## src/logic/buffer_event_defs.svh

```systemverilog
// Register offsets, field positions, reset values and masks of the buffer event block
`ifndef BUFFER_EVENT_DEFS_SVH
`define BUFFER_EVENT_DEFS_SVH

// Register byte addresses on the register bus
`define ADDR_W           12
`define FLAGS_OFF        12'h14C
`define ENABLE_OFF       12'h150
`define IRQ_STAT_OFF     12'h154
`define IRQ_MASK_OFF     12'h158
`define LEVEL_STATE_OFF  12'h15C
`define MARK_CFG_OFF     12'h160

// Geometry
`define NUM_BUF          4
`define LANE_W           8
`define COUNT_W          12

// Bit positions within one buffer lane
`define BIT_CELL         3'h7
`define BIT_RELEASE      3'h6
`define BIT_EXPIRE       3'h5
`define BIT_MARK_HI      3'h4
`define BIT_MARK_LO      3'h3
`define BIT_RSVD         3'h2
`define BIT_FULL         3'h1
`define BIT_EMPTY        3'h0

// Field positions of a level mark configuration word
`define MARK_LO_THR_LSB  0
`define MARK_HI_THR_LSB  12
`define MARK_LO_ABOVE    24
`define MARK_HI_ABOVE    25

// Reset values and valid-bit masks
`define FLAGS_RST        32'h0001_0000
`define ENABLE_RST       32'h0001_0000
`define MARK_CFG_RST     32'h0000_0000
`define LANE_VALID       8'hFB
`define ENABLE_VALID     32'hFBFB_FBFB
`define MARK_CFG_VALID   32'h03FF_FFFF

// Bus responses
`define RESP_OKAY        2'h0
`define RESP_SLVERR      2'h2

`endif

```

## src/logic/buffer_event_pkg.sv

```systemverilog
// Types shared by the buffer event flag block
package buffer_event_pkg;

    typedef logic [11:0] count_t;
    typedef logic [7:0]  lane_t;

    typedef enum logic [2:0] {
        SEL_FLAGS,
        SEL_ENABLE,
        SEL_IRQ_STAT,
        SEL_IRQ_MASK,
        SEL_LEVEL_STATE,
        SEL_MARK_CFG,
        SEL_NONE
    } reg_sel_t;

endpackage

```

## src/logic/data_buffer_event_flags.sv

```systemverilog
// Data buffer event flag register with AXI4-Lite access and summary interrupt
//
// The implementer's own choice: the AXI4-Lite interface to the registers.
`timescale 1ns/1ps
`include "buffer_event_defs.svh"

module data_buffer_event_flags (
    input  wire logic                           clk_sys,
    input  wire logic                           resetn,
    // AXI4-Lite write address
    input  wire logic [11:0]                    awaddr,
    input  wire logic                           awvalid,
    output logic                                awready,
    // AXI4-Lite write data
    input  wire logic [31:0]                    wdata,
    input  wire logic [3:0]                     wstrb,
    input  wire logic                           wvalid,
    output logic                                wready,
    // AXI4-Lite write response
    output logic [1:0]                          bresp,
    output logic                                bvalid,
    input  wire logic                           bready,
    // AXI4-Lite read address
    input  wire logic [11:0]                    araddr,
    input  wire logic                           arvalid,
    output logic                                arready,
    // AXI4-Lite read data
    output logic [31:0]                         rdata,
    output logic [1:0]                          rresp,
    output logic                                rvalid,
    input  wire logic                           rready,
    // Buffer datapath events, same clock domain
    input  wire logic [3:0]                     cell_confirm,
    input  wire logic [3:0]                     stamp_release,
    input  wire logic [3:0]                     stamp_expire,
    input  wire logic [3:0]                     no_space,
    input  wire logic [3:0]                     no_data,
    input  wire buffer_event_pkg::count_t [3:0] quadlet_count,
    // Summary interrupt
    output logic                                irq
);
    import buffer_event_pkg::*;

    localparam logic [31:0] FLAGS_RESET = `FLAGS_RST;

    // Address decode shared by the write and read paths
    function automatic reg_sel_t decode_reg(input logic [`ADDR_W-1:0] addr);
        reg_sel_t sel;
        sel = SEL_NONE;
        if (addr == `FLAGS_OFF) begin
            sel = SEL_FLAGS;
        end else if (addr == `ENABLE_OFF) begin
            sel = SEL_ENABLE;
        end else if (addr == `IRQ_STAT_OFF) begin
            sel = SEL_IRQ_STAT;
        end else if (addr == `IRQ_MASK_OFF) begin
            sel = SEL_IRQ_MASK;
        end else if (addr == `LEVEL_STATE_OFF) begin
            sel = SEL_LEVEL_STATE;
        end else if ((addr & 12'hFF3) == `MARK_CFG_OFF) begin
            sel = SEL_MARK_CFG;
        end
        return sel;
    endfunction

    // Byte-lane merge of a bus write into a stored word
    function automatic logic [31:0] apply_strb(input logic [31:0] old_word,
                                               input logic [31:0] new_word,
                                               input logic [3:0]  strb);
        logic [31:0] res;
        res = old_word;
        for (int b = 0; b < 4; b++) begin
            if (strb[b]) begin
                res[b*8 +: 8] = new_word[b*8 +: 8];
            end
        end
        return res;
    endfunction

    // Write channel state
    logic                 aw_held_q;
    logic                 aw_held_d;
    logic [`ADDR_W-1:0]   aw_addr_q;
    logic [`ADDR_W-1:0]   aw_addr_d;
    logic                 w_held_q;
    logic                 w_held_d;
    logic [31:0]          w_data_q;
    logic [31:0]          w_data_d;
    logic [3:0]           w_strb_q;
    logic [3:0]           w_strb_d;
    logic                 awready_q;
    logic                 awready_d;
    logic                 wready_q;
    logic                 wready_d;
    logic                 bvalid_q;
    logic                 bvalid_d;
    logic [1:0]           bresp_q;
    logic [1:0]           bresp_d;
    logic                 aw_take;
    logic                 w_take;
    logic                 wr_fire;
    reg_sel_t             wr_sel;

    // Read channel state
    logic                 arready_q;
    logic                 arready_d;
    logic                 rvalid_q;
    logic                 rvalid_d;
    logic [31:0]          rdata_q;
    logic [31:0]          rdata_d;
    logic [1:0]           rresp_q;
    logic [1:0]           rresp_d;
    logic                 ar_take;
    reg_sel_t             rd_sel;
    logic [31:0]          rd_word;
    logic                 flags_read_clear;

    // Software configuration
    logic [31:0]          enables_q;
    logic [31:0]          enables_d;
    logic [31:0]          mark_cfg_q [`NUM_BUF];
    logic [31:0]          mark_cfg_d [`NUM_BUF];
    logic                 stat_write;
    logic                 mask_write;

    // Lane and summary results
    logic [31:0]          flags_word;
    logic [31:0]          hw_sets;
    logic [7:0]           level_state;
    logic [1:0]           irq_status;
    logic [1:0]           irq_mask;

    // Address and data are taken separately; the write fires once both are
    // held and no response is pending, so a stalled bready blocks new writes.
    always_comb begin
        aw_take   = awvalid & awready_q;
        w_take    = wvalid & wready_q;
        wr_fire   = aw_held_q & w_held_q & ~bvalid_q;
        wr_sel    = decode_reg(aw_addr_q);
        aw_held_d = (aw_held_q & ~wr_fire) | aw_take;
        w_held_d  = (w_held_q & ~wr_fire) | w_take;
        aw_addr_d = aw_take ? awaddr : aw_addr_q;
        w_data_d  = w_take ? wdata : w_data_q;
        w_strb_d  = w_take ? wstrb : w_strb_q;
        awready_d = ~aw_held_d;
        wready_d  = ~w_held_d;
        bvalid_d  = wr_fire | (bvalid_q & ~bready);
        bresp_d   = bresp_q;
        if (wr_fire) begin
            bresp_d = (wr_sel == SEL_NONE) ? `RESP_SLVERR : `RESP_OKAY;
        end
    end

    always_ff @(posedge clk_sys or negedge resetn) begin
        if (!resetn) begin
            aw_held_q <= 1'b0;
            aw_addr_q <= 12'h000;
            w_held_q  <= 1'b0;
            w_data_q  <= 32'h0000_0000;
            w_strb_q  <= 4'h0;
            awready_q <= 1'b1;
            wready_q  <= 1'b1;
            bvalid_q  <= 1'b0;
            bresp_q   <= `RESP_OKAY;
        end else begin
            aw_held_q <= aw_held_d;
            aw_addr_q <= aw_addr_d;
            w_held_q  <= w_held_d;
            w_data_q  <= w_data_d;
            w_strb_q  <= w_strb_d;
            awready_q <= awready_d;
            wready_q  <= wready_d;
            bvalid_q  <= bvalid_d;
            bresp_q   <= bresp_d;
        end
    end

    // Configuration writes; the flag word itself ignores writes
    always_comb begin
        enables_d = enables_q;
        for (int n = 0; n < `NUM_BUF; n++) begin
            mark_cfg_d[n] = mark_cfg_q[n];
        end
        if (wr_fire && wr_sel == SEL_ENABLE) begin
            enables_d = apply_strb(enables_q, w_data_q, w_strb_q) & `ENABLE_VALID;
        end
        if (wr_fire && wr_sel == SEL_MARK_CFG) begin
            mark_cfg_d[aw_addr_q[3:2]] = apply_strb(mark_cfg_q[aw_addr_q[3:2]], w_data_q,
                                                    w_strb_q) & `MARK_CFG_VALID;
        end
        stat_write = wr_fire && (wr_sel == SEL_IRQ_STAT) && w_strb_q[0];
        mask_write = wr_fire && (wr_sel == SEL_IRQ_MASK) && w_strb_q[0];
    end

    always_ff @(posedge clk_sys or negedge resetn) begin
        if (!resetn) begin
            enables_q <= `ENABLE_RST;
            for (int n = 0; n < `NUM_BUF; n++) begin
                mark_cfg_q[n] <= `MARK_CFG_RST;
            end
        end else begin
            enables_q <= enables_d;
            for (int n = 0; n < `NUM_BUF; n++) begin
                mark_cfg_q[n] <= mark_cfg_d[n];
            end
        end
    end

    // Read path; data is captured at the address handshake, which is also
    // the moment the flag word clears, so software sees what it cleared.
    always_comb begin
        ar_take = arvalid & arready_q;
        rd_sel  = decode_reg(araddr);
        case (rd_sel)
            SEL_FLAGS:       rd_word = flags_word;
            SEL_ENABLE:      rd_word = enables_q;
            SEL_IRQ_STAT:    rd_word = {30'h0000_0000, irq_status};
            SEL_IRQ_MASK:    rd_word = {30'h0000_0000, irq_mask};
            SEL_LEVEL_STATE: rd_word = {24'h00_0000, level_state};
            SEL_MARK_CFG:    rd_word = mark_cfg_q[araddr[3:2]];
            default:         rd_word = 32'h0000_0000;
        endcase
        flags_read_clear = ar_take && (rd_sel == SEL_FLAGS);
        rvalid_d  = ar_take | (rvalid_q & ~rready);
        arready_d = ~rvalid_d;
        rdata_d   = ar_take ? rd_word : rdata_q;
        rresp_d   = rresp_q;
        if (ar_take) begin
            rresp_d = (rd_sel == SEL_NONE) ? `RESP_SLVERR : `RESP_OKAY;
        end
    end

    always_ff @(posedge clk_sys or negedge resetn) begin
        if (!resetn) begin
            arready_q <= 1'b1;
            rvalid_q  <= 1'b0;
            rdata_q   <= 32'h0000_0000;
            rresp_q   <= `RESP_OKAY;
        end else begin
            arready_q <= arready_d;
            rvalid_q  <= rvalid_d;
            rdata_q   <= rdata_d;
            rresp_q   <= rresp_d;
        end
    end

    // One flag lane per buffer, packed buffer n at bits 8n+7..8n
    for (genvar g = 0; g < `NUM_BUF; g++) begin : g_lane
        lane_event_flags #(
            .RESET_VAL (FLAGS_RESET[g*8 +: 8])
        ) u_lane (
            .clk_sys        (clk_sys),
            .resetn         (resetn),
            .cell_confirm   (cell_confirm[g]),
            .stamp_release  (stamp_release[g]),
            .stamp_expire   (stamp_expire[g]),
            .no_space       (no_space[g]),
            .no_data        (no_data[g]),
            .quadlet_count  (quadlet_count[g]),
            .mark_lo_thresh (mark_cfg_q[g][`MARK_LO_THR_LSB +: `COUNT_W]),
            .mark_hi_thresh (mark_cfg_q[g][`MARK_HI_THR_LSB +: `COUNT_W]),
            .mark_lo_above  (mark_cfg_q[g][`MARK_LO_ABOVE]),
            .mark_hi_above  (mark_cfg_q[g][`MARK_HI_ABOVE]),
            .read_clear     (flags_read_clear),
            .flags          (flags_word[g*8 +: 8]),
            .hw_sets        (hw_sets[g*8 +: 8]),
            .mark_state     (level_state[g*2 +: 2])
        );
    end

    // Summary bits gather enabled hardware sets into one interrupt line
    irq_summary u_irq (
        .clk_sys    (clk_sys),
        .resetn     (resetn),
        .hw_sets    (hw_sets),
        .enables    (enables_q),
        .stat_write (stat_write),
        .mask_write (mask_write),
        .write_bits (w_data_q[1:0]),
        .status     (irq_status),
        .mask       (irq_mask),
        .irq        (irq)
    );

    assign awready = awready_q;
    assign wready  = wready_q;
    assign bvalid  = bvalid_q;
    assign bresp   = bresp_q;
    assign arready = arready_q;
    assign rvalid  = rvalid_q;
    assign rdata   = rdata_q;
    assign rresp   = rresp_q;
endmodule

```

## src/logic/irq_summary.sv

```systemverilog
// Summary interrupt status, mask and interrupt line of the buffer event block
`timescale 1ns/1ps
`include "buffer_event_defs.svh"

module irq_summary (
    input  wire logic        clk_sys,
    input  wire logic        resetn,
    input  wire logic [31:0] hw_sets,
    input  wire logic [31:0] enables,
    input  wire logic        stat_write,
    input  wire logic        mask_write,
    input  wire logic [1:0]  write_bits,
    output logic [1:0]       status,
    output logic [1:0]       mask,
    output logic             irq
);

    logic [1:0] status_q;
    logic [1:0] status_d;
    logic [1:0] mask_q;
    logic [1:0] mask_d;
    logic       irq_q;
    logic       irq_d;
    logic [1:0] raise;

    // Lower buffers feed bit 0, upper buffers bit 1; enable 0 blocks
    always_comb begin
        raise[0] = |(hw_sets[15:0] & enables[15:0]);
        raise[1] = |(hw_sets[31:16] & enables[31:16]);
        // Write one to clear, but a new raise in that cycle survives
        status_d = (status_q & ~(stat_write ? write_bits : 2'h0)) | raise;
        mask_d   = mask_write ? write_bits : mask_q;
        irq_d    = |(status_d & mask_d);
    end

    always_ff @(posedge clk_sys or negedge resetn) begin
        if (!resetn) begin
            status_q <= 2'h0;
            mask_q   <= 2'h0;
            irq_q    <= 1'b0;
        end else begin
            status_q <= status_d;
            mask_q   <= mask_d;
            irq_q    <= irq_d;
        end
    end

    assign status = status_q;
    assign mask   = mask_q;
    assign irq    = irq_q;
endmodule

```

## src/logic/lane_event_flags.sv

```systemverilog
// Sticky event flags and level mark detection for one data buffer
`timescale 1ns/1ps
`include "buffer_event_defs.svh"

module lane_event_flags #(
    parameter buffer_event_pkg::lane_t RESET_VAL = 8'h00
) (
    input  wire logic                     clk_sys,
    input  wire logic                     resetn,
    input  wire logic                     cell_confirm,
    input  wire logic                     stamp_release,
    input  wire logic                     stamp_expire,
    input  wire logic                     no_space,
    input  wire logic                     no_data,
    input  wire buffer_event_pkg::count_t quadlet_count,
    input  wire buffer_event_pkg::count_t mark_lo_thresh,
    input  wire buffer_event_pkg::count_t mark_hi_thresh,
    input  wire logic                     mark_lo_above,
    input  wire logic                     mark_hi_above,
    input  wire logic                     read_clear,
    output logic [7:0]                    flags,
    output logic [7:0]                    hw_sets,
    output logic [1:0]                    mark_state
);
    import buffer_event_pkg::*;

    lane_t      flags_q;
    lane_t      flags_d;
    logic [1:0] mark_q;
    logic [1:0] mark_now;
    logic [1:0] mark_rise;
    lane_t      sets;

    // Level marks: direction bit picks rising above or falling below
    always_comb begin
        mark_now[1] = mark_hi_above ? (quadlet_count > mark_hi_thresh)
                                    : (quadlet_count < mark_hi_thresh);
        mark_now[0] = mark_lo_above ? (quadlet_count > mark_lo_thresh)
                                    : (quadlet_count < mark_lo_thresh);
        mark_rise   = mark_now & ~mark_q; // Only 0 to 1 counts
        sets                = 8'h00;
        sets[`BIT_CELL]     = cell_confirm;
        sets[`BIT_RELEASE]  = stamp_release;
        sets[`BIT_EXPIRE]   = stamp_expire;
        sets[`BIT_MARK_HI]  = mark_rise[1];
        sets[`BIT_MARK_LO]  = mark_rise[0];
        // Held levels re-set every cycle, so a read cannot hide them
        sets[`BIT_FULL]     = no_space;
        sets[`BIT_EMPTY]    = no_data;
        // Set wins over the read clear; reserved bit forced low
        flags_d = ((read_clear ? 8'h00 : flags_q) | sets) & `LANE_VALID;
    end

    always_ff @(posedge clk_sys or negedge resetn) begin
        if (!resetn) begin
            flags_q <= RESET_VAL;
            mark_q  <= 2'h0;
        end else begin
            flags_q <= flags_d;
            mark_q  <= mark_now;
        end
    end

    assign flags      = flags_q;
    assign hw_sets    = sets & `LANE_VALID;
    assign mark_state = mark_q;
endmodule
```

## config.mk

```make
export PLATFORM = sky130hd
export DESIGN_NAME = data_buffer_event_flags
export DESIGN_NICKNAME = d
export VERILOG_FILES = /design/src/logic/buffer_event_pkg.sv /design/src/logic/data_buffer_event_flags.sv /design/src/logic/irq_summary.sv /design/src/logic/lane_event_flags.sv
export VERILOG_INCLUDE_DIRS = /design/src /design/src/logic
export SDC_FILE = /design/constraint.sdc
export NUM_CORES = 1
export LEC_CHECK = 0
export ABC_CLOCK_PERIOD_IN_PS = 2500
export BUFFER_PORTS_ARGS = -buffer_cell sky130_fd_sc_hd__buf_4
export CORE_MARGIN = 4
export CORE_UTILIZATION = 40
export CTS_CLUSTER_SIZE = 16
export DETAILED_ROUTE_END_ITERATION = 10
export PLACE_DENSITY = 0.62
export SLEW_MARGIN = 20
export SYNTH_ARGS = -nofsm -noshare
export SYNTH_HDL_FRONTEND = slang
export SYNTH_SLANG_ARGS = --single-unit
```

## constraint.sdc

```tcl
create_clock -name clk_sys -period 2.5 [get_ports clk_sys]
set_input_delay 0.25 -clock clk_sys [delete_from_list [all_inputs] [get_ports clk_sys]]
set_output_delay 0.25 -clock clk_sys [all_outputs]
set_load 0.02 [all_outputs]
```

**After elaboration in Yosys (flattened, before gate mapping)**

Cells that the tools add are included.

- Output and inout bits: 42
- Bits in writable memories: 0
- Flip-flop bits (word level): 288
- Bits in read-only memories: 0
- Logic and storage cells: 176
- Memories: 0
- Bits in latches: 0

- Magnitude comparators: 19
- Reduce and logical (&&, ||, !) cells: 16
- Add/sub/neg operators: 0
- Shifts and indexed selects: 0
- Eq/ne operators: 23
- Mux-type cells: 46
- Bitwise operators: 40
- Div/mod/pow operators: 0
- Multiply operators: 0

Operator list:

| cell | number |
|---|---|
| $pmux W32 S6 | 1 |
| $bmux W32 S2 | 2 |
| $bwmux W128 | 1 |
| $eq A12 B9 Y1 const B | 10 |
| $gt A12 B12 Y1 | 8 |
| $lt A12 B12 Y1 | 8 |
| $mux W32 | 3 |
| $mux W8 | 10 |
| $demux W32 S2 | 1 |
| $mux W26 | 2 |
| $and A16 B16 Y16 | 2 |
| $or A8 B8 Y8 | 4 |
| $reduce_or A16 Y1 | 2 |
| $mux W3 | 8 |
| $eq A10 B7 Y1 const B | 2 |
| $mux W2 | 10 |
| $eq A3 B3 Y1 const B | 5 |
| $and A2 B2 Y2 | 6 |
| $eq A3 B2 Y1 const B | 4 |
| $not A2 Y2 | 5 |
| $and A1 B1 Y1 | 9 |
| $logic_and A1 B1 Y1 | 8 |
| $mux W1 | 8 |
| $reduce_and A2 Y1 | 4 |
| 9 further kinds | 21 |

**Longest topological paths before layout**

Gate-level depths: netlist of run 1.

- Depth after elaboration: 16
- Depth in mapped cells: 10
- Mapped depth without buffers: 10

**Hierarchy**

Synthesis of run 1 repeated with hierarchy kept, for this count alone.

- Cells, all modules: 1219
- Area, all modules: 15019.4 um^2

Modules (own cells, without submodules):

| module | times used | area each (um^2) | cells an instance |
|---|---|---|---|
| data_buffer_event_flags | 1 | 10583.9 | 709 |
| lane_event_flags at g_lane[0].u_lane ... | 3 | 1022.2 | 120 |
| lane_event_flags at g_lane[2].u_lane | 1 | 1023.5 | 120 |
| irq_summary | 1 | 345.3 | 30 |

**Least setup slack after synthesis of run 1**

Ideal clock, no wire load.

- Path type: register to register
- From: reg mark_cfg_q[13] in the netlist's numbering
- To: reg u_irq.irq_q (netlist: u_irq.irq)
- Period minus slack after synthesis: 2290 ps
- Path buffers: 0
- Library setup time: 122 ps
- Required time: 2378 ps
- Path slack: 210 ps
- Arrival time: 2168 ps
- Cell stages (with the launch flop): 11
- Cell sequence: dfrtp_1 -> inv_1 -> ha_1 -> nor2b_4 -> o211ai_2 -> a211oi_1 -> a2111oi_2 -> mux2i_1 -> a311o_1 -> and4bb_1 -> o2bb2ai_1

- Cells in the longest elaborated chain, start to end: 8
- Elaborated cells between the ends (all ways): 9

Ends and longest elaborated chain:

| element | RTL line | source |
|---|---|---|
| from (decl) | data_buffer_event_flags.sv:121 | `` logic [31:0] mark_cfg_q [`NUM_BUF]; `` |
| from (signal, indexed assignment) | data_buffer_event_flags.sv:199 | `` mark_cfg_q[n] <= `MARK_CFG_RST; `` |
| from (signal, indexed assignment) | data_buffer_event_flags.sv:204 | `mark_cfg_q[n] <= mark_cfg_d[n];` |
| $lt A12 B12 Y1 or $gt A12 B12 Y1 (tied branches) | lane_event_flags.sv:37, lane_event_flags.sv:36 |  |
| $mux W1 (*) | lane_event_flags.sv:36 | `mark_now[1] = mark_hi_above ? (quadlet_count > mark_hi_thresh)` |
| net g_lane[3].u_lane.mark_now[1] | lane_event_flags.sv:30 | `logic [1:0] mark_now;` |
| $and A2 B2 Y2 (*) | lane_event_flags.sv:40 | `mark_rise = mark_now & ~mark_q;` |
| $and A16 B16 Y16 (*) | irq_summary.sv:29 | `raise[1] = \|(hw_sets[31:16] & enables[31:16]);` |
| $reduce_or A16 Y1 (*) | irq_summary.sv:29 |  |
| $or A2 B2 Y2 (*) | irq_summary.sv:31 | `status_d = (status_q & ~(stat_write ? write_bits : 2'h0)) \| raise;` |
| $and A2 B2 Y2 (*) | irq_summary.sv:33 | `irq_d = \|(status_d & mask_d);` |
| $reduce_or A2 Y1 (*) | irq_summary.sv:33 |  |
| net u_irq.irq_d | irq_summary.sv:23 | `logic irq_d;` |
| to (signal assigned) | irq_summary.sv:44 | `irq_q <= irq_d;` |
| to (decl) | irq_summary.sv:22 | `logic irq_q;` |

Mark *: on every way through the listed nets, which the timed path passes. The rest lies on a longest branch.
A chain may end at the register's enable or synchronous reset.

**Worst setup path in the final report of run 1**

- From: reg mark_cfg_q[85] in the netlist's numbering
- To: reg u_irq.irq_q (netlist: u_irq.irq)

- Cells in the longest elaborated chain, start to end: 8
- Elaborated cells between the ends (all ways): 9

Ends and longest elaborated chain:

| element | RTL line | source |
|---|---|---|
| $lt A12 B12 Y1 or $gt A12 B12 Y1 (tied branches) | lane_event_flags.sv:37, lane_event_flags.sv:36 |  |
| $mux W1 (*) | lane_event_flags.sv:36 |  |
| net g_lane[1].u_lane.mark_now[1] | lane_event_flags.sv:30 |  |
| $and A2 B2 Y2 (*) | lane_event_flags.sv:40 |  |
| $and A16 B16 Y16 (*) | irq_summary.sv:28 | `raise[0] = \|(hw_sets[15:0] & enables[15:0]);` |
| $reduce_or A16 Y1 (*) | irq_summary.sv:28 |  |
| $or A2 B2 Y2 (*) | irq_summary.sv:31 |  |
| net u_irq.status_d[0] | irq_summary.sv:19 | `logic [1:0] status_d;` |
| $and A2 B2 Y2 (*) | irq_summary.sv:33 |  |
| $reduce_or A2 Y1 (*) | irq_summary.sv:33 |  |
| net u_irq.irq_d | irq_summary.sv:23 |  |

Marks and branches as above.

==> results.tsv, run 1 <==
stage	metric	value	unit
yosys	synth_most_common_cell	dfrtp_1	
cts	clock_latency	0.56	ns
die	start_util	0.409	
power_and_ir_drop	powerDensity	701	nW/um2
final_layout	stdcell_area	17900	um2
cts	cts_root_buffer	clkbuf_16	
critical_path	critical_path.endpoint_type	flip-flop	
critical_path	crit_fanout	3	
yosys	synth_area_per_cell	11.0	um2
cts	clock_sinks	260	
critical_path	crit_arrival	2.90	ns
timing	slew_headroom	0.498	
route	drc_errors	0	
yosys	yosysSeqAreaShare	0.470	
timing	clock.fmax	0.405	GHz
grt	overflow	0	
final_layout	layout-drive-gt1-share	0.274	
die	core_area	33900	um2
yosys	synth_common_cells	dfrtp_1, nand2_1, o21ai_1	
die	dieArea	37700	um2
route	avgRoutedWirePerCell	21.8	um
place	numPlacedInstances	1905	
power_and_ir_drop	fin_total_pwr	12.6	mW
route	ant_nets	0	
status	status	completed	
cts	cts_made_buffers	29	
timing	fin_skew	0.0275	ns
timing	rsz0062_at_grt	yes	
yosys	synth_cells	1259	
place	gp_congestion	0.886	
cts	htreeDepth	1	
route	vias_per_cell	5.48	
yosys	ys_warn_count	0	
place	portBuffers	172	
route	wl	44.3	mm
yosys	syn_area	13900	um2
yosys	synthFlopType	dfrtp_1	
hold_path	worstHoldPathType	input port to flip-flop	
timing	worst_pin_slew	0.753	ns
final_layout	antenna_cells	0	
yosys	synth_cell_types	48	
power_and_ir_drop	power.leakage	7.89	nW
critical_path	startpoint_type	flip-flop	
timing	finalMaxSlewViolations	0	
place	post-place-ws	-0.114	ns
route	drt_iter0_drc	833	
grt	grt_pass1_vias	11500	
yosys	synth_enable_flop_cells	0	
power_and_ir_drop	combPwrFrac	0.235	
timing	min_period	2.47	ns
yosys	yosysTopAreaCell	dfrtp_1	
cts	cts_max_path_buffers	3	
cts	clkTransAtPathRegs	0.06	ns
final_layout	layout.cells.non_filler	2034	
yosys	async_flop_share	1.00	
flow_run	drv_cap	0	
grt	track_usage	0.231	
power_and_ir_drop	ir_drop	0.000489	V
die	rows	67	
die	ioPinCount	177	
grt	grt_max_degree	69	
final_layout	fin_nets	1795	
place	place_area	16200	um2
timing	finalCritPeriodShare	0.989	
cts	cts_tree	done	
yosys	netlist_top_cells_area	dfrtp_1, ha_1, mux4_2, nand2_1, o21ai_1	
critical_path	path_class	flip-flop to flip-flop	
power_and_ir_drop	total_switching_power	3.96	mW
final_layout	areaGrowthSynthToFinish	29.5	%
power_and_ir_drop	p_seq_frac	0.432	
power_and_ir_drop	swShare	0.315	
power_and_ir_drop	intPower	8.62	mW
place	hpwl	33.4	mm
timing	setup_ws	0.0280	ns
route	first_pass_iters	5	
route	via_count	11100	
die	die_y	194	um
die	fp.dieW	194	um
grt	grt_pass1_wl	68.5	mm
power_and_ir_drop	clkPwrFrac	0.333	
timing	setup-violations-final	0	
timing	hold_viol_final	0	
critical_path	cp.required	2.92	ns
grt	antenna_found_initial	1	
yosys	synth_top_area_share	0.460	
yosys	ys_ff_latch	260	
## final timing paths
| check | start | endpoint | slack [ns] | depth (start not counted) |
|---|---|---|---|---|
| worst max-delay path | mark_cfg_q[85] | u_irq.irq | 0.03 | 10 |
| worst min-delay path | araddr[5] | rresp[1] | 0.20 | 4 |
| worst max register to register | mark_cfg_q[85] | u_irq.irq | 0.03 | 10 |
| worst min register to register | rdata[18] | rdata[18] | 0.47 | 2 |
| max in group asynchronous | resetn | awready | 1.40 | 3 |
| min in group asynchronous | resetn | rdata[22] | 0.27 | 2 |
## registers in the layout, indices dropped and copies added, names as in the netlist, 2 cells and up
| name | cells |
|---|---|
| mark_cfg_q | 104 |
| g_lane.u_lane.mark_state | 8 |
| enables_q | 28 |
| rdata | 31 |
| g_lane.u_lane.flags | 28 |
| u_irq.status | 2 |
| w_strb_q | 4 |
| w_data_q | 31 |
| u_irq.mask | 2 |
| aw_addr_q | 12 |
## worst max-delay path, stage by stage (launching register included)
cell       delay [ns]
dfrtp_1          0.38
inv_1            0.08
ha_1             0.24
a21o_1           0.16
a21o_1           0.20
a2111oi_4        0.38
mux2i_1          0.15
buf_4            0.19
a311oi_2         0.26
nand3_1          0.16
o2bb2ai_1        0.16
## per-stage QoR
step / util / hold slack [ns] / setup TNS (ns)
CTS: 0.526 / 0.176 / 0
floorplan: - / -0.0456 / 0
global route: 0.530 / 0.205 / -0.122
finish: 0.530 / 0.195 / 0
detailed placement: 0.477 / 0.261 / -0.131
global placement: 0.477 / 0.255 / -0.0636
## cell families after synthesis
kind of cell,Yosys count,share of synthesized area
compound gates,293,0.134
fa+ha+maj,96,0.0867
buf+inv,171,0.0480
flops,260,0.470
mux,165,0.173
other cells,1,0.000271
simple gates,273,0.0883
## power by group through the flow
stage               sequential [mW]  combinational [mW]  clock, mW
floorplan                      5.26                1.73          0
global placement               5.50                2.79          0
detailed placement             5.51                2.84          0
CTS                            5.43                2.94       4.26
global route                   5.50                3.23       4.44
finish                         5.43                2.95       4.19
## cell usage in the layout (no fill, tap or decap), types with 11 or more instances in the layout
cell type,count
o21ai_1,113
ha_1,93
a22o_1,14
inv_1,109
nand3_1,23
mux4_2,52
a21oi_1,35
a31oi_1,16
a22oi_1,20
dfrtp_1,254
nand4_1,27
a21o_1,33
nor2b_1,11
nor2_1,35
clkbuf_16,29
mux2i_1,37
nand2_1,159
buf_4,257
dlygate4sd3_1,70
mux2_1,29
a221oi_1,16
mux2_2,47
## area by class of cell
| cell class | count | area (um2) |
|---|---|---|
| inverters | 111 | 417 |
| well taps | 448 | 561 |
| flip-flops and latches | 260 | 6510 |
| clock inverters | 8 | 52.6 |
| fillers | 3022 | 15900 |
| repair buffers | 332 | 2730 |
| clock buffers | 45 | 886 |
| multi-input cells | 830 | 6790 |
## what timing repair did
action                                  in CTS  in global routing
setup buffers                                0                  6
hold buffers                                70                  0
endpoints found under the setup margin       2                  3
pin swaps                                    4                 12
hold endpoints to repair                   131                  0
gates resized for setup                      4                 14
## routing by layer
| metal | vias up | global-route usage | share of wire |
|---|---|---|---|
| met1 | 5508 | 0.327 | 0.45 |
| met3 | 69 | 0.0394 | 0.065 |
| met4 | 0 | 0.0573 | 0.026 |
| met2 | 377 | 0.373 | 0.46 |
| li1 | 5188 | - | - |
| met5 | - | 0 | 0 |
Power figures use the tool's default switching activity.
==> run 2: changes to the inputs <==
- SETUP_SLACK_MARGIN: default -> 0.1
==> run 2 against run 1 <==
Effect of this change: hold slack lost 0.0011 ns; sequential cell count unchanged; die area is the same; wire length is 0.22% higher; total power up 0.27%; setup slack improved by 0.067 ns; cell count is 0.25% higher; global-route usage up 0.089 points.
==> results.tsv, run 2 (synthesis results as in run 1) <==
stage	metric	value	unit	change
status	status	completed		unchanged
final_layout	fin_nets	1800		was 1795
timing	clock.fmax	0.416	GHz	was 0.405 GHz
critical_path	r2r_cells	12		was 10
power_and_ir_drop	ir_drop	0.000490	V	was 0.000489 V
grt	track_usage	0.232		was 0.231
critical_path	critPathBufInv	3		was 2
route	drt_iter0_drc	836		was 833
final_layout	largest_register	mark_cfg_q		unchanged
final_layout	antenna_cells	0		unchanged
route	avgRoutedWirePerCell	21.8	um	about the same
final_layout	fillers	2996		was 3022
power_and_ir_drop	combPwrFrac	0.237		was 0.235
power_and_ir_drop	fin_total_pwr	12.6	mW	about the same
route	via_count	11200		was 11100
final_layout	final_common_cell	buf_4		unchanged
die	rows	67		unchanged
grt	grt_pass1_vias	11600		was 11500
final_layout	layout-drive-gt1-share	0.289		was 0.274
critical_path	crit_chain	inv_1 -> ha_1 -> nor2b_1 -> o211ai_1 -> a211oi_2 -> a2111oi_4 -> buf_4 -> mux2i_1 -> buf_4 -> nand3b_1 -> and4bb_1 -> o2bb2ai_1		was inv_1 -> ha_1 -> a21o_1 -> a21o_1 -> a2111oi_4 -> mux2i_1 -> buf_4 -> a311oi_2 -> nand3_1 -> o2bb2ai_1
hold_path	worstHoldPathType	input port to flip-flop		unchanged
cts	cts_tree	done		unchanged
route	drc_errors	0		unchanged
final_layout	layout.cells.non_filler	2039		was 2034
power_and_ir_drop	intPower	8.63	mW	was 8.62 mW
hold_path	whs_path_depth	4		unchanged
die	die_y	194	um	unchanged
cts	clock_latency	0.56	ns	about the same
critical_path	crit_path_frequent_cell	buf_4		was a21o_1
cts	cts_root_buffer	clkbuf_16		unchanged
timing	setup-violations-final	0		unchanged
cts	cts_made_buffers	29		unchanged
cts	clkTransAtPathRegs	0.06	ns	about the same
timing	setup_ws	0.0954	ns	was 0.0280 ns
grt	antenna_found_initial	1		unchanged
timing	tns	0	ns	unchanged
timing	rsz0062_at_grt	yes		unchanged
timing	finalMaxSlewViolations	0		unchanged
route	vias_per_cell	5.50		was 5.48
grt	grt_pass1_wl	68.8	mm	was 68.5 mm
critical_path	startpoint_type	flip-flop		unchanged
grt	overflow	0		unchanged
critical_path	path_class	flip-flop to flip-flop		unchanged
die	core_area	33900	um2	unchanged
cts	cts_max_path_buffers	3		unchanged
place	hpwl	33.4	mm	unchanged
critical_path	crit_arrival	2.87	ns	was 2.90 ns
power_and_ir_drop	swShare	0.315		about the same
power_and_ir_drop	power.leakage	7.95	nW	was 7.89 nW
cts	htreeDepth	1		unchanged
timing	finalCritPeriodShare	0.962		was 0.989
power_and_ir_drop	p_seq_frac	0.432		about the same
final_layout	areaGrowthSynthToFinish	30.9	%	was 29.5%
die	start_util	0.409		unchanged
power_and_ir_drop	clkPwrFrac	0.332		was 0.333
critical_path	path_depth	12		was 10
critical_path	critPathTopFamily	compound AO/OA/AOI/OAI gates		unchanged
place	gp_congestion	0.886		unchanged
critical_path	cp_slowest_stage_delay	0.37	ns	was 0.38 ns
die	ioPinCount	177		unchanged
final_layout	largest_reg_flops	104		unchanged
flow_run	drv_cap	0		unchanged
critical_path	critical_path.endpoint_type	flip-flop		unchanged
power_and_ir_drop	powerDensity	695	nW/um2	was 701 nW/um2
place	portBuffers	172		unchanged
route	first_pass_iters	5		unchanged
cts	clock_sinks	260		unchanged
timing	hold_viol_final	0		unchanged
route	wl	44.4	mm	was 44.3 mm
critical_path	cp.required	2.97	ns	was 2.92 ns
place	post-place-ws	-0.114	ns	unchanged
critical_path	critical-path-slowest-cell	dfrtp_1		unchanged
timing	fin_skew	0.0267	ns	was 0.0275 ns
critical_path	crit_fanout	3		unchanged
power_and_ir_drop	total_switching_power	3.97	mW	was 3.96 mW
timing	slew_headroom	0.498		about the same
place	numPlacedInstances	1905		unchanged
grt	grt_max_degree	69		unchanged
final_layout	final_cell_mix	buf_4, dfrtp_1, nand2_1		unchanged
die	dieArea	37700	um2	unchanged
die	fp.dieW	194	um	unchanged
timing	min_period	2.40	ns	was 2.47 ns
route	ant_nets	0		unchanged
timing	worst_pin_slew	0.752	ns	was 0.753 ns
timing	hold_slack	0.194	ns	was 0.195 ns
-- run 2: path summary, 6_finish.rpt --
| kind | start | end | slack (ns) |
|---|---|---|---|
| max in group asynchronous | resetn | awready | 1.41 |
| hold / removal | araddr[5] | rresp[1] | 0.19 |
| setup / recovery | mark_cfg_q[33] | u_irq.irq | 0.1 |
| min in group asynchronous | resetn | rdata[22] | 0.27 |
| setup reg to reg | mark_cfg_q[33] | u_irq.irq | 0.1 |
| hold reg to reg | rdata[18] | rdata[18] | 0.47 |
-- run 2: area by class of cell --
type | instances | area (um2) | share of cell area
Multi-Input combinational cell | 830 | 6940 | 0.383
Clock inverter | 8 | 52.6 | 0.00290
Timing Repair Buffer | 337 | 2770 | 0.153
Tap cell | 448 | 561 | 0.0309
Clock buffer | 45 | 886 | 0.0488
Inverter | 111 | 417 | 0.0230
Sequential cell | 260 | 6510 | 0.359
-- run 2: power by group through the flow --
stage | logic [mW] | clock network (mW) | registers, mW
finish | 2.98 | 4.18 | 5.44
global route | 3.26 | 4.44 | 5.50
CTS | 2.97 | 4.26 | 5.43
detailed placement | 2.84 | 0 | 5.51
global placement | 2.79 | 0 | 5.50
floorplan | 1.73 | 0 | 5.26
-- run 2: stage by stage --
stage	instance area [um2]	util
2_1_floorplan	13900	-
3_3_place_gp	16200	0.477
3_5_place_dp	16200	0.477
4_1_cts	18000	0.530
5_1_grt	18100	0.536
6_report	18100	0.536
-- run 2: tightest hold or removal path, cell delays in order --
cell and delay (ns):
buf_4 0.10, a21oi_1 0.04, o21ai_0 0.23, o21ai_0 0.09
-- run 2: timing repair --
item | CTS | global route
endpoints found under the setup margin | 3 | 107
buffers inserted | 6 | 5
pin swaps | 14 | 20
hold buffers | 70 | 0
gates resized for setup | 18 | 25
hold endpoints to repair | 131 | 0
-- run 2: per-layer routing --
layer  part of all wire  GRT usage  vias to the layer above
li1                   -          -                     5200
met1               0.44      0.331                     5557
met2               0.47      0.375                      392
met3              0.067     0.0365                       71
met4              0.026     0.0555                        0
met5                  0          0                        -
==> run 3: changes to the inputs <==
- ABC_CLOCK_PERIOD_IN_PS: 2500 -> 2600
- clock period: 2.5 -> 2.6 ns (I/O delays scaled with it)
==> run 3 against run 2 <==
Effect of this change: cell area shrank 1.6%; non-clock buffer count shrank 33; setup slack gained 0.088 ns; critical path type unchanged; highest routed layer unchanged; largest cell class unchanged; maximum frequency shrank 0.50%; clock skew shrank 0.016 ns; sequential cell count is the same.
==> results.tsv, run 3 (synthesis results as in run 1) <==
stage	metric	value	unit	change
status	status	completed		unchanged
final_layout	areaGrowthSynthToFinish	28.7	%	was 30.9%
cts	clock_latency	0.54	ns	was 0.56 ns
cts	cts_made_buffers	28		was 29
die	ioPinCount	177		unchanged
power_and_ir_drop	powerDensity	674	nW/um2	was 695 nW/um2
flow_run	drv_cap	0		unchanged
cts	htreeDepth	1		unchanged
cts	clkTransAtPathRegs	0.06	ns	about the same
hold_path	worstHoldPathType	input port to flip-flop		unchanged
grt	track_usage	0.225		was 0.232
power_and_ir_drop	fin_total_pwr	12.0	mW	was 12.6 mW
critical_path	r2r_cells	12		unchanged
timing	slew_headroom	0.473		was 0.498
critical_path	cp.required	3.07	ns	was 2.97 ns
grt	grt_pass1_wl	66.4	mm	was 68.8 mm
timing	worst_pin_slew	0.789	ns	was 0.752 ns
route	drt_iter0_drc	743		was 836
cts	cts_root_buffer	clkbuf_16		unchanged
cts	cts_tree	done		unchanged
route	vias_per_cell	5.46		was 5.50
timing	fin_skew	0.0107	ns	was 0.0267 ns
place	hpwl	32.8	mm	was 33.4 mm
timing	hold_slack	0.201	ns	was 0.194 ns
power_and_ir_drop	ir_drop	0.000403	V	was 0.000490 V
timing	hold_viol_final	0		unchanged
critical_path	path_class	flip-flop to flip-flop		unchanged
die	core_area	33900	um2	unchanged
place	portBuffers	172		unchanged
timing	finalMaxSlewViolations	0		unchanged
timing	finalCritPeriodShare	0.930		was 0.962
route	drc_errors	0		unchanged
timing	tns	0	ns	unchanged
die	die_y	194	um	unchanged
critical_path	startpoint_type	flip-flop		unchanged
die	fp.dieW	194	um	unchanged
place	gp_congestion	0.924		was 0.886
timing	rsz0062_at_grt	yes		unchanged
final_layout	layout-drive-gt1-share	0.272		was 0.289
route	first_pass_iters	5		unchanged
cts	cts_max_path_buffers	3		unchanged
grt	grt_pass1_vias	11200		was 11600
final_layout	antenna_cells	0		unchanged
final_layout	final_cell_mix	dfrtp_1, buf_4, nand2_1		was buf_4, dfrtp_1, nand2_1
die	rows	67		unchanged
critical_path	crit_fanout	3		unchanged
timing	setup-violations-final	0		unchanged
hold_path	whs_path_depth	5		was 4
route	via_count	10900		was 11200
die	dieArea	37700	um2	unchanged
cts	clock_sinks	260		unchanged
final_layout	largest_register	mark_cfg_q		unchanged
timing	clock.fmax	0.414	GHz	was 0.416 GHz
grt	overflow	0		unchanged
timing	min_period	2.42	ns	was 2.40 ns
grt	grt_max_degree	72		was 69
die	start_util	0.409		unchanged
power_and_ir_drop	power.leakage	7.75	nW	was 7.95 nW
final_layout	fin_nets	1766		was 1800
critical_path	critical_path.endpoint_type	flip-flop		unchanged
critical_path	crit_arrival	2.88	ns	was 2.87 ns
final_layout	largest_reg_flops	104		unchanged
route	ant_nets	0		unchanged
route	wl	43.5	mm	was 44.4 mm
route	avgRoutedWirePerCell	21.7	um	was 21.8 um
final_layout	final_common_cell	dfrtp_1		was buf_4
grt	antenna_found_initial	0		was 1
-- run 3: cell types whose count changed in the layout (fill, tap and decap cells not counted), moves of 2 or more --
cell / delta
inv_1: -2
clkinv_2: -5
clkbuf_1: +6
mux2i_1: -2
buf_4: -31
inv_2: +2
mux2i_2: +2
-- run 3: final timing paths --
path / slack, ns / to / start
worst max-delay path: 0.18 / u_irq.irq / mark_cfg_q[33]
worst min-delay path: 0.20 / rdata[11] / araddr[5]
worst max register to register: 0.18 / u_irq.irq / mark_cfg_q[33]
worst min register to register: 0.48 / enables_q[30] / w_data_q[30]
max in group asynchronous: 1.58 / mark_cfg_q[44] / resetn
min in group asynchronous: 0.25 / rdata[21] / resetn
-- run 3: metal layers --
layer	wire (um)	GRT usage	vias to the layer above
met1	19000	0.313	5394
met2	20000	0.355	345
li1	-	-	5140
met3	3090	0.0460	62
met5	0	0	-
met4	1350	0.0719	0
-- run 3: layout make-up --
class / instances / area, um2
Clock inverter: 2 / 18.8
Fill cell: 2990 / 16000
Timing Repair Buffer: 304 / 2500
Clock buffer: 50 / 895
Inverter: 111 / 417
Tap cell: 448 / 561
Multi-Input combinational cell: 830 / 6930
Sequential cell: 260 / 6510
-- run 3: worst max-delay path, stage by stage, from the launching register on --
cell and delay [ns]:
dfrtp_1 0.39, inv_2 0.08, ha_4 0.20, nor2b_4 0.12
o211ai_1 0.25, a211oi_2 0.11, a2111oi_2 0.29, buf_4 0.17
mux2i_1 0.18, buf_4 0.14, nand3b_1 0.07, and4bb_1 0.21
o2bb2ai_1 0.13
-- run 3: metrics by stage --
stage / setup WS [ns] / utilization / std cells / cell area, um2
after floorplan: 0.310 / - / 1261 / 13900
after global placement: 0.0538 / 0.468 / 1863 / 15800
after detailed placement: 0.0223 / 0.468 / 1863 / 15800
after CTS: 0.102 / 0.516 / 1986 / 17500
after global routing: 0.0784 / 0.527 / 2005 / 17800
final: 0.183 / 0.527 / 2005 / 17800
-- run 3: report_power, final --
group          switching [mW]  total [mW]  internal, mW
sequential              0.612        5.21          4.60
combinational            1.51        2.87          1.36
clock                    1.63        3.94          2.31
-- run 3: timing repair --
action	in CTS	in global routing
cloned	0	0
pin swaps	3	17
hold buffers	70	0
endpoints found under the hold margin	127	0
setup buffers	1	19
endpoints found under the setup margin	2	4
gates resized for setup	2	42
